[config.mk]
export PLATFORM = sky130hd
export DESIGN_NAME = dsc_ctrl
export DESIGN_NICKNAME = d
export VERILOG_FILES = /design/src/common/dsc_pkg.sv /design/src/common/dsc_cmd_if.sv /design/src/design/dsc_pin_driver.sv /design/src/design/dsc_ctrl.sv
export SDC_FILE = /design/constraint.sdc
export NUM_CORES = 1
export LEC_CHECK = 0
export BUFFER_PORTS_ARGS = -buffer_cell sky130_fd_sc_hd__clkbuf_2
export CORE_ASPECT_RATIO = 0.9
export CORE_UTILIZATION = 45
export CTS_CLUSTER_DIAMETER = 80
export DETAILED_ROUTE_END_ITERATION = 8
export MAX_ROUTING_LAYER = met4
export PLACE_DENSITY = 0.64
export SETUP_SLACK_MARGIN = 0.02
export SLEW_MARGIN = 20
export SYNTH_ARGS = -nofsm -noshare
export SYNTH_HDL_FRONTEND = slang
export SYNTH_SLANG_ARGS = --single-unit
[constraint.sdc]
create_clock -name REF_CLK -period 7 [get_ports REF_CLK]
set_input_delay 2.1 -clock REF_CLK [delete_from_list [all_inputs] [get_ports REF_CLK]]
set_output_delay 2.1 -clock REF_CLK [all_outputs]
set_load 0.01 [all_outputs]
[src/common/dsc_pkg.sv]
// Package: constants and types shared by the memory controller files
// Assumes a 20 MHz clock and an AHB-Lite register port
package dsc_pkg;
	// Clock rate and time figures
	localparam int unsigned CLK_HZ = 20000000;
	localparam int unsigned PWRUP_WAIT_US = 200;
	localparam int unsigned PWRUP_WAIT_CYC = (PWRUP_WAIT_US * (CLK_HZ / 1000000));
	localparam int unsigned DLL_LOCK_CYC = 200;
	localparam int unsigned MODE_WRITE_GAP_CYC = 2;
	localparam int unsigned PRECHARGE_CYC = 1;
	localparam int unsigned REFRESH_CYC = 2;
	localparam int unsigned ACTIVATE_CYC = 1;
	// Register byte offsets
	localparam logic [7:0] OFS_CTRL = 8'h00;
	localparam logic [7:0] OFS_STATUS = 8'h04;
	localparam logic [7:0] OFS_MODE = 8'h08;
	localparam logic [7:0] OFS_EXT = 8'h0C;
	localparam logic [7:0] OFS_CMD = 8'h10;
	// Control register fields
	localparam int CTRL_START = 0;
	// Command register fields
	localparam int CMD_OP_LSB = 0;
	localparam int CMD_BANK_LSB = 4;
	localparam int CMD_ADDR_LSB = 8;
	// Reset values
	localparam logic [12:0] MODE_RESET = 13'h0032;
	localparam logic [14:0] EXT_RESET = 15'h2000;
	// Mode register fields
	localparam int MR_BL_LSB = 0;
	localparam int MR_BT = 3;
	localparam int MR_CL_LSB = 4;
	localparam int MR_TEST = 7;
	localparam int MR_DLL_RESET = 8;
	localparam logic [12:0] MR_LEGAL_MASK = 13'h017F;
	// Extended mode register fields
	localparam int EMR_DLL_OFF = 0;
	localparam logic [14:0] EMR_LEGAL_MASK = 15'h2043;
	localparam int EMR_BA0 = 13;
	// Pin command encodings {cs_n, ras_n, cas_n, we_n}
	localparam logic [3:0] PIN_DESEL = 4'hF;
	localparam logic [3:0] PIN_NOP = 4'h7;
	localparam logic [3:0] PIN_MODE = 4'h0;
	localparam logic [3:0] PIN_REFRESH = 4'h1;
	localparam logic [3:0] PIN_ACTIVE = 4'h3;
	localparam logic [3:0] PIN_READ = 4'h5;
	localparam logic [3:0] PIN_WRITE = 4'h4;
	localparam logic [3:0] PIN_PRECH = 4'h2;
	localparam logic [3:0] PIN_BSTOP = 4'h6;
	// Software command codes
	typedef enum logic [3:0] {
		OP_NOP = 4'h0,
		OP_ACTIVE = 4'h1,
		OP_READ = 4'h2,
		OP_WRITE = 4'h3,
		OP_PRECH = 4'h4,
		OP_PRECH_ALL = 4'h5,
		OP_REFRESH = 4'h6,
		OP_MODE = 4'h7,
		OP_EXT = 4'h8,
		OP_BSTOP = 4'h9
	} dsc_op_t;
	// Status bits
	localparam int ST_READY = 0;
	localparam int ST_BUSY = 1;
	localparam int ST_REFUSED = 2;
	localparam int ST_OPEN_LSB = 4;
endpackage

[src/common/dsc_cmd_if.sv]
// Interface: command request from the sequencer to the pin driver
// Assumes both ends share the module clock
interface dsc_cmd_if;
	import dsc_pkg::*;
	logic valid;
	logic ready;
	logic [3:0] pins;
	logic [1:0] bank;
	logic [12:0] addr;
	logic [7:0] wait_cyc;
	modport seq (output valid, pins, bank, addr, wait_cyc, input ready);
	modport drv (input valid, pins, bank, addr, wait_cyc, output ready);
endinterface

[src/design/dsc_pin_driver.sv]
// Pin driver: registers one command onto the memory pins and holds off
// Assumes one request at a time over the command interface
module dsc_pin_driver
	import dsc_pkg::*;
(
	// Clock and reset
	input wire logic clk,
	input wire logic rst,
	// Command request
	dsc_cmd_if.drv cmd,
	// Memory pins
	output logic [3:0] pins,
	output logic [1:0] bank,
	output logic [12:0] addr
);
	typedef struct packed {
		logic [3:0] pins;
		logic [1:0] bank;
		logic [12:0] addr;
		logic [7:0] hold;
	} dsc_drv_t;
	dsc_drv_t s_q, s_d;

	// Ready when the previous command's gap has run out
	assign cmd.ready = (s_q.hold == 8'h00);

	// Drive the command one cycle, then NOP through the gap
	always_comb
	begin
		s_d = s_q;
		s_d.pins = PIN_NOP;
		if (s_q.hold != 8'h00)
		begin
			s_d.hold = s_q.hold - 8'h01;
		end
		if (cmd.valid && cmd.ready)
		begin
			s_d.pins = cmd.pins;
			s_d.bank = cmd.bank;
			s_d.addr = cmd.addr;
			s_d.hold = cmd.wait_cyc;
		end
	end

	// State register
	always_ff @(posedge clk or posedge rst)
	begin
		if (rst)
		begin
			s_q <= '{pins: PIN_DESEL, bank: 2'h0, addr: 13'h0000, hold: 8'h00};
		end
		else
		begin
			s_q <= s_d;
		end
	end

	assign pins = s_q.pins;
	assign bank = s_q.bank;
	assign addr = s_q.addr;
endmodule

[src/design/dsc_ctrl.sv]
// Memory controller top: power-up sequence, command issue, AHB-Lite registers
// Assumes one AHB-Lite master, word transfers, 20 MHz REF_CLK
module dsc_ctrl
	import dsc_pkg::*;
#(
	parameter int unsigned PWRUP_CYC = PWRUP_WAIT_CYC
)
(
	// Clock and reset
	input wire logic REF_CLK,
	input wire logic RST,
	// AHB-Lite slave
	input wire logic HSEL,
	input wire logic [31:0] HADDR,
	input wire logic [1:0] HTRANS,
	input wire logic HWRITE,
	input wire logic [2:0] HSIZE,
	input wire logic HREADY,
	input wire logic [31:0] HWDATA,
	output logic [31:0] HRDATA,
	output logic HREADYOUT,
	output logic HRESP,
	// Memory command pins
	output logic CKE,
	output logic CS_N,
	output logic RAS_N,
	output logic CAS_N,
	output logic WE_N,
	output logic [1:0] BA,
	output logic [12:0] A,
	output logic [1:0] DM,
	output logic [1:0] DQS_OE
);
	// Power-up count must fit the 24-bit wait counter
	if (PWRUP_CYC < 1 || PWRUP_CYC > 32'h00FFFFFF)
	begin
		$error("PWRUP_CYC out of range");
	end

	typedef enum logic [3:0] {
		S_POWER, S_CKE, S_PRE1, S_EXT, S_MRS_RST, S_LOCK, S_PRE2,
		S_REF1, S_REF2, S_MRS_RUN, S_IDLE
	} dsc_state_t;

	typedef struct packed {
		dsc_state_t st;
		logic [23:0] cnt;
		logic [7:0] dll_cnt;
		logic cke;
		logic started;
		logic [3:0] open;
		logic [12:0] mode;
		logic [14:0] ext;
		logic cmd_pend;
		logic [24:0] cmd;
		logic refused;
		logic wr_addr_ok;
		logic rd_pend;
		logic [7:0] rd_ofs;
		logic [7:0] wr_ofs;
		logic [31:0] rdata;
	} dsc_top_t;
	dsc_top_t s_q, s_d;

	dsc_cmd_if cif ();
	logic [3:0] pins;
	logic [3:0] op;
	logic [1:0] cbank;
	logic [12:0] caddr;
	logic idle_all;
	logic take;

	dsc_pin_driver u_drv (
		.clk(REF_CLK),
		.rst(RST),
		.cmd(cif),
		.pins(pins),
		.bank(BA),
		.addr(A)
	);

	// Field views of the pending software command
	assign op = s_q.cmd[CMD_OP_LSB +: 4];
	assign cbank = s_q.cmd[CMD_BANK_LSB +: 2];
	assign caddr = s_q.cmd[CMD_ADDR_LSB +: 13];
	assign idle_all = (s_q.open == 4'h0);
	assign take = HSEL && HREADY && HTRANS[1];

	// ----------------------------------------------------------------
	// Sequencer and register file
	// ----------------------------------------------------------------
	always_comb
	begin
		s_d = s_q;
		cif.valid = 1'b0;
		cif.pins = PIN_NOP;
		cif.bank = 2'h0;
		cif.addr = 13'h0000;
		cif.wait_cyc = 8'h00;
		if (s_q.cnt != 24'h000000)
		begin
			s_d.cnt = s_q.cnt - 24'h000001;
		end
		if (s_q.dll_cnt != 8'h00)
		begin
			s_d.dll_cnt = s_q.dll_cnt - 8'h01;
		end
		case (s_q.st)
			S_POWER:
			begin
				// CKE low for the whole power-up wait
				if (s_q.started && s_q.cnt == 24'h000000)
				begin
					s_d.cke = 1'b1;
					s_d.st = S_CKE;
				end
			end
			S_CKE:
			begin
				s_d.st = S_PRE1;
			end
			S_PRE1, S_PRE2:
			begin
				cif.valid = 1'b1;
				cif.pins = PIN_PRECH;
				cif.addr = 13'h0400;
				cif.wait_cyc = 8'(PRECHARGE_CYC);
				if (cif.ready)
				begin
					s_d.open = 4'h0;
					s_d.st = (s_q.st == S_PRE1) ? S_EXT : S_REF1;
				end
			end
			S_EXT:
			begin
				cif.valid = 1'b1;
				cif.pins = PIN_MODE;
				cif.bank = 2'h1;
				// Only legal fields pass, DLL forced on
				cif.addr = s_q.ext[12:0] & EMR_LEGAL_MASK[12:0] & ~13'h0001;
				cif.wait_cyc = 8'(MODE_WRITE_GAP_CYC);
				if (cif.ready)
				begin
					s_d.dll_cnt = 8'(DLL_LOCK_CYC);
					s_d.st = S_MRS_RST;
				end
			end
			S_MRS_RST, S_MRS_RUN:
			begin
				cif.valid = 1'b1;
				cif.pins = PIN_MODE;
				cif.bank = 2'h0;
				// DLL reset bit only on the first mode write, cleared on the last
				cif.addr = (s_q.mode & MR_LEGAL_MASK & ~(13'h1 << MR_TEST)
					& ~(13'h1 << MR_DLL_RESET))
					| ((s_q.st == S_MRS_RST) ? (13'h1 << MR_DLL_RESET) : 13'h0000);
				cif.wait_cyc = 8'(MODE_WRITE_GAP_CYC);
				if (cif.ready)
				begin
					s_d.cnt = 24'(DLL_LOCK_CYC);
					s_d.st = (s_q.st == S_MRS_RST) ? S_LOCK : S_IDLE;
				end
			end
			S_LOCK:
			begin
				if (s_q.cnt == 24'h000000)
				begin
					s_d.st = S_PRE2;
				end
			end
			S_REF1, S_REF2:
			begin
				cif.valid = 1'b1;
				cif.pins = PIN_REFRESH;
				cif.wait_cyc = 8'(REFRESH_CYC);
				if (cif.ready)
				begin
					s_d.st = (s_q.st == S_REF1) ? S_REF2 : S_MRS_RUN;
				end
			end
			S_IDLE:
			begin
				if (s_q.cmd_pend)
				begin
					cif.bank = cbank;
					cif.addr = caddr;
					cif.wait_cyc = 8'(ACTIVATE_CYC);
					s_d.refused = 1'b0;
					case (op)
						OP_ACTIVE:
						begin
							cif.pins = PIN_ACTIVE;
							cif.valid = !s_q.open[cbank];
						end
						OP_READ:
						begin
							cif.pins = PIN_READ;
							cif.valid = s_q.open[cbank] && (s_q.dll_cnt == 8'h00);
						end
						OP_WRITE:
						begin
							// Write with A10 holds off further column commands
							cif.pins = PIN_WRITE;
							cif.valid = s_q.open[cbank];
							cif.wait_cyc = caddr[10] ? 8'(4 + PRECHARGE_CYC) : 8'h01;
						end
						OP_PRECH:
						begin
							cif.pins = PIN_PRECH;
							cif.addr = caddr & ~13'h0400;
							cif.valid = 1'b1;
						end
						OP_PRECH_ALL:
						begin
							cif.pins = PIN_PRECH;
							cif.addr = 13'h0400;
							cif.valid = 1'b1;
						end
						OP_REFRESH:
						begin
							cif.pins = PIN_REFRESH;
							cif.valid = idle_all;
						end
						OP_MODE:
						begin
							cif.pins = PIN_MODE;
							cif.bank = 2'h0;
							cif.addr = caddr & MR_LEGAL_MASK & ~(13'h1 << MR_TEST);
							cif.wait_cyc = 8'(MODE_WRITE_GAP_CYC);
							cif.valid = idle_all && s_q.cke;
						end
						OP_EXT:
						begin
							cif.pins = PIN_MODE;
							cif.bank = 2'h1;
							cif.addr = caddr & EMR_LEGAL_MASK[12:0];
							cif.wait_cyc = 8'(MODE_WRITE_GAP_CYC);
							cif.valid = idle_all && s_q.cke;
						end
						OP_BSTOP:
						begin
							cif.pins = PIN_BSTOP;
							cif.valid = 1'b1;
						end
						default:
						begin
							cif.pins = PIN_NOP;
							cif.valid = 1'b1;
						end
					endcase
					if (cif.valid && cif.ready)
					begin
						s_d.cmd_pend = 1'b0;
						if (op == OP_ACTIVE)
						begin
							s_d.open[cbank] = 1'b1;
						end
						if (op == OP_PRECH || (op == OP_WRITE && caddr[10])
							|| (op == OP_READ && caddr[10]))
						begin
							s_d.open[cbank] = 1'b0;
						end
						if (op == OP_PRECH_ALL)
						begin
							s_d.open = 4'h0;
						end
						if (op == OP_EXT && !caddr[EMR_DLL_OFF])
						begin
							s_d.dll_cnt = 8'(DLL_LOCK_CYC);
						end
					end
					else if (cif.ready)
					begin
						// Illegal in present state: drop and flag
						s_d.cmd_pend = 1'b0;
						s_d.refused = 1'b1;
					end
				end
			end
			default:
			begin
				s_d.st = S_POWER;
			end
		endcase

		// Bus address phase capture
		if (take)
		begin
			s_d.wr_addr_ok = HWRITE;
			s_d.wr_ofs = HADDR[7:0];
			s_d.rd_pend = !HWRITE;
			s_d.rd_ofs = HADDR[7:0];
		end
		else
		begin
			s_d.wr_addr_ok = 1'b0;
			s_d.rd_pend = 1'b0;
		end

		// Data phase write
		if (s_q.wr_addr_ok)
		begin
			if (s_q.wr_ofs == OFS_CTRL)
			begin
				if (HWDATA[CTRL_START] && s_q.st == S_POWER)
				begin
					s_d.started = 1'b1;
					s_d.cnt = 24'(PWRUP_CYC);
				end
			end
			else if (s_q.wr_ofs == OFS_MODE)
			begin
				s_d.mode = HWDATA[12:0];
			end
			else if (s_q.wr_ofs == OFS_EXT)
			begin
				s_d.ext = HWDATA[14:0];
			end
			else if (s_q.wr_ofs == OFS_CMD && !s_q.cmd_pend && s_q.st == S_IDLE)
			begin
				s_d.cmd = HWDATA[24:0];
				s_d.cmd_pend = 1'b1;
			end
		end

		// Read data registered for the data phase
		s_d.rdata = 32'h00000000;
		if (take && !HWRITE)
		begin
			if (HADDR[7:0] == OFS_STATUS)
			begin
				s_d.rdata[ST_READY] = (s_d.st == S_IDLE);
				s_d.rdata[ST_BUSY] = s_d.cmd_pend;
				s_d.rdata[ST_REFUSED] = s_d.refused;
				s_d.rdata[ST_OPEN_LSB +: 4] = s_d.open;
			end
			else if (HADDR[7:0] == OFS_MODE)
			begin
				s_d.rdata[12:0] = s_q.mode;
			end
			else if (HADDR[7:0] == OFS_EXT)
			begin
				s_d.rdata[14:0] = s_q.ext;
			end
			else if (HADDR[7:0] == OFS_CMD)
			begin
				s_d.rdata[24:0] = s_q.cmd;
			end
		end
	end

	// State register
	always_ff @(posedge REF_CLK or posedge RST)
	begin
		if (RST)
		begin
			s_q <= '{st: S_POWER, cnt: 24'h000000, dll_cnt: 8'h00, cke: 1'b0, started: 1'b0,
				open: 4'h0, mode: MODE_RESET, ext: EXT_RESET, cmd_pend: 1'b0, cmd: 25'h0000000,
				refused: 1'b0, wr_addr_ok: 1'b0, rd_pend: 1'b0, rd_ofs: 8'h00,
				wr_ofs: 8'h00, rdata: 32'h00000000};
		end
		else
		begin
			s_q <= s_d;
		end
	end

	// ----------------------------------------------------------------
	// Outputs
	// ----------------------------------------------------------------
	assign HRDATA = s_q.rdata;
	assign HREADYOUT = 1'b1;
	assign HRESP = 1'b0;
	assign CKE = s_q.cke;
	assign {CS_N, RAS_N, CAS_N, WE_N} = s_q.cke ? pins : PIN_NOP;
	// No write data path: mask high masks any stray strobe edge
	assign DM = 2'h3;
	assign DQS_OE = 2'h0;
endmodule

==> flow_summary.yaml, run 1 <==
outcome:
  status: "finished clean"
sta:
  final.setup.worst_slack_ns: 2.88
  worst_pin_slew_ns: 0.974
  slew-limit-headroom_pct: 34.6
  setup-violations-final: 0
  post-route-min-period_ns: 4.12
  fin_setup_tns_ns: 0
  clock-skew-final_ns: 0.0130
  achievable-frequency_ghz: 0.243
  fin_crit_sh_pct: 58.9
  setup_repair_after_global_routing_missed_its_margin: "false"
  final-max-slew-violation-count: 0
  hold_viol: 0
clock_tree:
  cts_max_path_buffers: 2
  cts_resized: 0
  h-tree-depth: 4
  cts_tree: "yes"
  cts_buffers: 17
  worstSkewPairLatency_ns: 0.43
  holdBufCountCts: 0
  clk_root_buffer_cell: "sky130_fd_sc_hd__clkbuf_16"
  clk_pin_slew_ns: 0.06
  clock_sinks: 158
  post-cts-setup-buffers: 0
critical_path:
  worst_ep_arrival_time_ns: 4.41
  worst_path_max_delay_cell: "sky130_fd_sc_hd__or4_1"
  worst-r2r-setup-slack_ns: 4.07
  critPathRequiredTime_ns: 7.29
  worstPathCellList: "clkbuf_2 -> or4_1 -> nor2_1 -> nand2_1 -> nor3_2 -> nand2b_1 -> nor3_1"
  critPathKind: "input pin to flop"
  crit_family: "simple AND/OR/NAND/NOR gates"
  crit_path_max_fanout: 9
  crit_buf_inv: 1
  startpoint_type: "input pin"
  slowest_delay_ns: 0.56
  endpoint_kind: "flop"
detailed_routing:
  finalWirelength_mm: 18.4
  post-route-drc-count: 0
  post_drt_via_cell_ratio: 5.61
  detailroute.via_count: 5849
  antenna_violating_nets_post_route: 0
  post_drt_wl_per_cell_um: 17.7
  dr.pass1.iters: 5
  detail_route.iter0.violations: 474
final_layout:
  final_cells: 1042
  layout-drive-gt1-share_pct: 26.1
  layout_common_cells: "sky130_fd_sc_hd__dfrtp_1 (150), sky130_fd_sc_hd__clkbuf_2 (83), sky130_fd_sc_hd__mux2_2 (69)"
  final_common_cell: "sky130_fd_sc_hd__dfrtp_1"
  fin_nets: 873
  n_antenna_cell: 0
  layout.cell_area.non_filler_um2: 8890
  area_growth_syn_to_layout_pct: 10.6
synth:
  yosysWarnings: 0
  post_synth_edffs: 0
  yosys_register_bits: 158
  seq_area_frac_synth_pct: 49.3
  netlist.top_cell.by_area: "sky130_fd_sc_hd__dfrtp_1"
  synth_top_flop_cell: "sky130_fd_sc_hd__dfrtp_1"
  post-synth-top-area-fraction_pct: 46.7
  ys_async_sr_fraction_pct: 100
  postSynthCellCount: 763
  syn-mean-instance-area_um2: 10.5
  area_of_the_mapped_netlist_um2: 8040
  netlist_top_cells_area: "sky130_fd_sc_hd__dfrtp_1 (47%), sky130_fd_sc_hd__mux2_2 (9.7%), sky130_fd_sc_hd__buf_4 (5.0%), sky130_fd_sc_hd__dfstp_2 (2.6%), sky130_fd_sc_hd__nand2_1 (2.6%)"
  yosys.cell_types.count: 76
global_route:
  grt_start_max_net_pins: 103
  grtUsageTotal_pct: 22.1
  first_global_vias: 5786
  grt_pass1_wl_mm: 30.1
  grt_antenna_before_repair: 0
  globalRouteOverflowTotal: 0
floorplanning:
  die_width_um: 143
  core_ar_um2: 17200
  dieArea_um2: 18400
  floorplan.initialDensity_pct: 46.8
  number_of_rows_in_the_core_area: 45
  pin_count: 132
  die_h_um: 129
pwr:
  power.leakage_uw: 0.00411
  power.density_nw_per_um2: 231
  peakVddDrop_mv: 0.165
job:
  drv.max_cap_violation_count: 0
placed_design:
  dp.cells: 1011
  placed_area_um2: 8290
  half_perimeter_wire_length_of_the_detailed_placement_result_mm: 13.0
  buffer_ports.inserted: 83
  preCtsSetupSlack_ns: 2.42
  place_congestion: 0.929
min_path:
  worst_hold_path_type: "flop to flop"
==> through the flow <==
stage	util, %	total power, uW	hold slack [ns]
after floorplan	-	1100	0.447
after global placement	48.3	1140	0.466
after detailed placement	48.3	1140	0.467
after CTS	51.7	2070	0.480
after global routing	51.8	2130	0.507
final	51.8	2060	0.479
==> cell usage after synthesis, types with 8 or more instances <==
library cell,instances
sky130_fd_sc_hd__inv_1,24
sky130_fd_sc_hd__xnor2_1,15
sky130_fd_sc_hd__and3_1,14
sky130_fd_sc_hd__mux2i_1,10
sky130_fd_sc_hd__nand3_1,14
sky130_fd_sc_hd__a21oi_1,20
sky130_fd_sc_hd__o21ai_0,30
sky130_fd_sc_hd__mux2_2,69
sky130_fd_sc_hd__nor2_1,48
sky130_fd_sc_hd__nor3_1,27
sky130_fd_sc_hd__nand2b_1,22
sky130_fd_sc_hd__nand2_1,56
sky130_fd_sc_hd__clkbuf_1,27
sky130_fd_sc_hd__dfstp_2,8
sky130_fd_sc_hd__nor4_1,14
sky130_fd_sc_hd__a22oi_1,11
sky130_fd_sc_hd__dfrtp_1,150
sky130_fd_sc_hd__xor2_1,13
sky130_fd_sc_hd__buf_4,54
==> logic make-up (layout without fill, tap and decap cells) <==
kind of cell    Yosys count  count (layout)  share of synthesized area, %
fa+ha+maj                 4               4                         0.623
xor+xnor                 28              28                          3.05
mux                      81              81                          11.4
other cells               2              14                        0.0934
simple gates            255             255                          16.9
compound gates          124             124                          10.8
flops                   158             158                          49.3
buf+inv                 111             143                          7.94
==> registers in the layout, summed over array words and instances (netlist names) <==
register	cells
op	4
u_drv.pins	4
HRDATA	25
u_drv.s_q	8
u_drv.addr	13
u_drv.bank	2
CKE	1
cbank	2
s_q	86
caddr	13
==> worst reg2reg max path, stage by stage (launching register included) <==
cell and delay, ns:
sky130_fd_sc_hd__dfrtp_1 0.55, sky130_fd_sc_hd__or4b_2 0.84, sky130_fd_sc_hd__nor2_1 0.14, sky130_fd_sc_hd__a31oi_1 0.12
sky130_fd_sc_hd__a2111oi_0 0.57, sky130_fd_sc_hd__o21ai_1 0.31, sky130_fd_sc_hd__and3_1 0.29
==> power by group <==
part | leakage [uW] | internal [uW] | switching [uW]
clock network | 0.000289 | 547 | 380
registers | 0.00203 | 959 | 46.1
logic | 0.00180 | 56.5 | 67.0
total | 0.00411 | 1560 | 493
==> routing by layer <==
layer	wire length [um]	GRT usage, %	vias up
met5	0	-	-
met4	206	6.45	0
met3	1070	4.88	15
met2	8250	32.2	191
met1	8880	30.8	2920
li1	-	-	2723
==> cell type report <==
class | count | area, um^2
tap | 235 | 294
timing repair buffer | 88 | 453
sequential | 158 | 3960
multi-input combinational | 506 | 3490
inverter | 24 | 95.1
fill | 1553 | 8280
clock inverter | 11 | 133
clock buffer | 20 | 457
==> path summary, 6_finish.rpt <==
path / startpoint / to / cells past startpoint
setup / recovery: HADDR[1] / HRDATA[9] / 7
hold / removal: u_drv.s_q[5] / u_drv.s_q[5] / 1
setup reg to reg: op[2] / s_q[113] / 6
hold reg to reg: u_drv.s_q[5] / u_drv.s_q[5] / 1
max in group asynchronous: RST / u_drv.s_q[6] / 3
min in group asynchronous: RST / HRDATA[23] / 2
No activity file was read; power rests on OpenSTA's default activity.
==> inputs of run 2 (changes only) <==
==> constraint.sdc (replaced) <==
create_clock -name REF_CLK -period 4 [get_ports REF_CLK]
set_input_delay 1.2 -clock REF_CLK [delete_from_list [all_inputs] [get_ports REF_CLK]]
set_output_delay 1.2 -clock REF_CLK [all_outputs]
set_load 0.01 [all_outputs]
==> flow_summary.yaml, run 2 (synthesis gave the netlist of run 1 again) <==
detailed_routing:
  detail_route.iter0.violations: 580
  post-route-drc-count: 0
  post_drt_via_cell_ratio: 5.53
  finalWirelength_mm: 18.6
  detailroute.via_count: 5800
  dr.pass1.iters: 5
  post_drt_wl_per_cell_um: 17.8
  antenna_violating_nets_post_route: 0
sta:
  achievable-frequency_ghz: 0.325
  clock-skew-final_ns: 0.0110
  setup-violations-final: 0
  slew-limit-headroom_pct: 34.6
  final-max-slew-violation-count: 0
  hold_viol: 0
  hold_slack_ns: 0.481
  worst_pin_slew_ns: 0.974
  fin_setup_tns_ns: 0
  fin_crit_sh_pct: 76.8
  post-route-min-period_ns: 3.07
  setup_repair_after_global_routing_missed_its_margin: "false"
final_layout:
  utilization_pct: 51.7
  fillCellCount: 1548
  final_common_cell: "sky130_fd_sc_hd__dfrtp_1"
  fin_nets: 878
  n_antenna_cell: 0
  layout_common_cells: "sky130_fd_sc_hd__dfrtp_1 (150), sky130_fd_sc_hd__clkbuf_2 (83), sky130_fd_sc_hd__mux2_2 (69)"
  largest-register: "s_q"
  layout-drive-gt1-share_pct: 26.2
  largest_register_ff_count: 86
  area_growth_syn_to_layout_pct: 10.4
clock_tree:
  cts_resized: 0
  clk_pin_slew_ns: 0.06
  worstSkewPairLatency_ns: 0.43
  clk_root_buffer_cell: "sky130_fd_sc_hd__clkbuf_16"
  cts_max_path_buffers: 2
  clock_sinks: 158
  cts_buffers: 17
  holdBufCountCts: 0
  h-tree-depth: 4
  cts_tree: "yes"
  post-cts-setup-buffers: 0
critical_path:
  critPathRequiredTime_ns: 4.31
  startpoint_type: "flop"
  critPathKind: "flop to flop"
  slowest_delay_ns: 0.75
  worst_path_max_delay_cell: "sky130_fd_sc_hd__or4b_2"
  crit_family: "simple AND/OR/NAND/NOR gates"
  crit_path_max_fanout: 15
  worstPathCellList: "or4b_2 -> nor2_1 -> a31oi_1 -> a2111oi_0 -> o21ai_1 -> and3_1"
  worst-r2r-setup-slack_ns: 0.93
  crit_buf_inv: 0
  worst_ep_arrival_time_ns: 3.38
  endpoint_kind: "flop"
floorplanning:
  core_ar_um2: 17200
  dieArea_um2: 18400
  number_of_rows_in_the_core_area: 45
  die_width_um: 143
  pin_count: 132
  die_h_um: 129
  floorplan.initialDensity_pct: 46.8
pwr:
  power.leakage_uw: 0.00411
  peakVddDrop_mv: 0.301
  power_share_of_the_sequential_group_pct: 50.6
  power.clock.fraction_pct: 43.1
  pwr-share-comb_pct: 6.3
  power.density_nw_per_um2: 391
  power.switching_uw: 842
  switching_share_pct: 24.2
  cell_internal_power_uw: 2630
global_route:
  grt_pass1_wl_mm: 30.3
  first_global_vias: 5711
  grt_start_max_net_pins: 159
  grtUsageTotal_pct: 22.3
  globalRouteOverflowTotal: 0
  grt_antenna_before_repair: 0
placed_design:
  half_perimeter_wire_length_of_the_detailed_placement_result_mm: 12.9
  buffer_ports.inserted: 83
  place_congestion: 0.882
min_path:
  worst_hold_path_type: "flop to flop"
outcome:
  status: "finished clean"
job:
  drv.max_cap_violation_count: 0
-- run 2: changes by cell type in the layout (fill, tap and decap cells not counted), sizes merged --
cell,change
clkinv,+1
buf,+5
inv,-2
bufinv,-1
clkinvlp,+2
clkbuf,+1
-- run 2: metal layers --
metal | vias to the layer above | global-route usage, % | share of wire, %
li1 | 2731 | - | -
met1 | 2888 | 32.0 | 49
met2 | 163 | 31.8 | 44
met3 | 18 | 4.95 | 5.8
met4 | 0 | 5.63 | 0.82
met5 | - | - | 0
-- run 2: power by group through the flow --
| stage | logic, uW | registers [uW] | clock network (uW) |
|---|---|---|---|
| 2_1_floorplan | 176 | 1760 | 0 |
| 3_3_place_gp | 211 | 1780 | 0 |
| 3_5_place_dp | 222 | 1780 | 0 |
| 4_1_cts | 223 | 1750 | 1530 |
| 5_1_grt | 251 | 1770 | 1600 |
| 6_report | 220 | 1760 | 1500 |
-- run 2: area by class of cell --
cell class	count	area, um^2	share of cell area [%]
clock inverter	11	92.6	1.04
sequential	158	3960	44.7
tap	235	294	3.31
inverter	24	93.8	1.06
clock buffer	21	440	4.96
multi-input combinational	506	3490	39.3
timing repair buffer	93	503	5.67
-- run 2: path summary, 6_finish.rpt --
check	startpoint	end	cells after the start
max reg2reg	op[0]	s_q[113]	6
min in group asynchronous	RST	HRDATA[5]	3
min reg2reg	u_drv.s_q[5]	u_drv.s_q[5]	1
max	op[0]	s_q[113]	6
min	u_drv.s_q[5]	u_drv.s_q[5]	1
max in group asynchronous	RST	u_drv.addr[12]	3
-- run 2: per-stage QoR --
stage	instances	setup slack (ns)	area, um^2	power, uW
after CTS	1048	0.888	8880	3510
after global placement	1016	0.848	8340	1990
after detailed placement	1016	0.847	8340	2000
after floorplan	775	0.806	8090	1930
after global routing	1048	0.694	8880	3620
final	1048	0.927	8880	3470
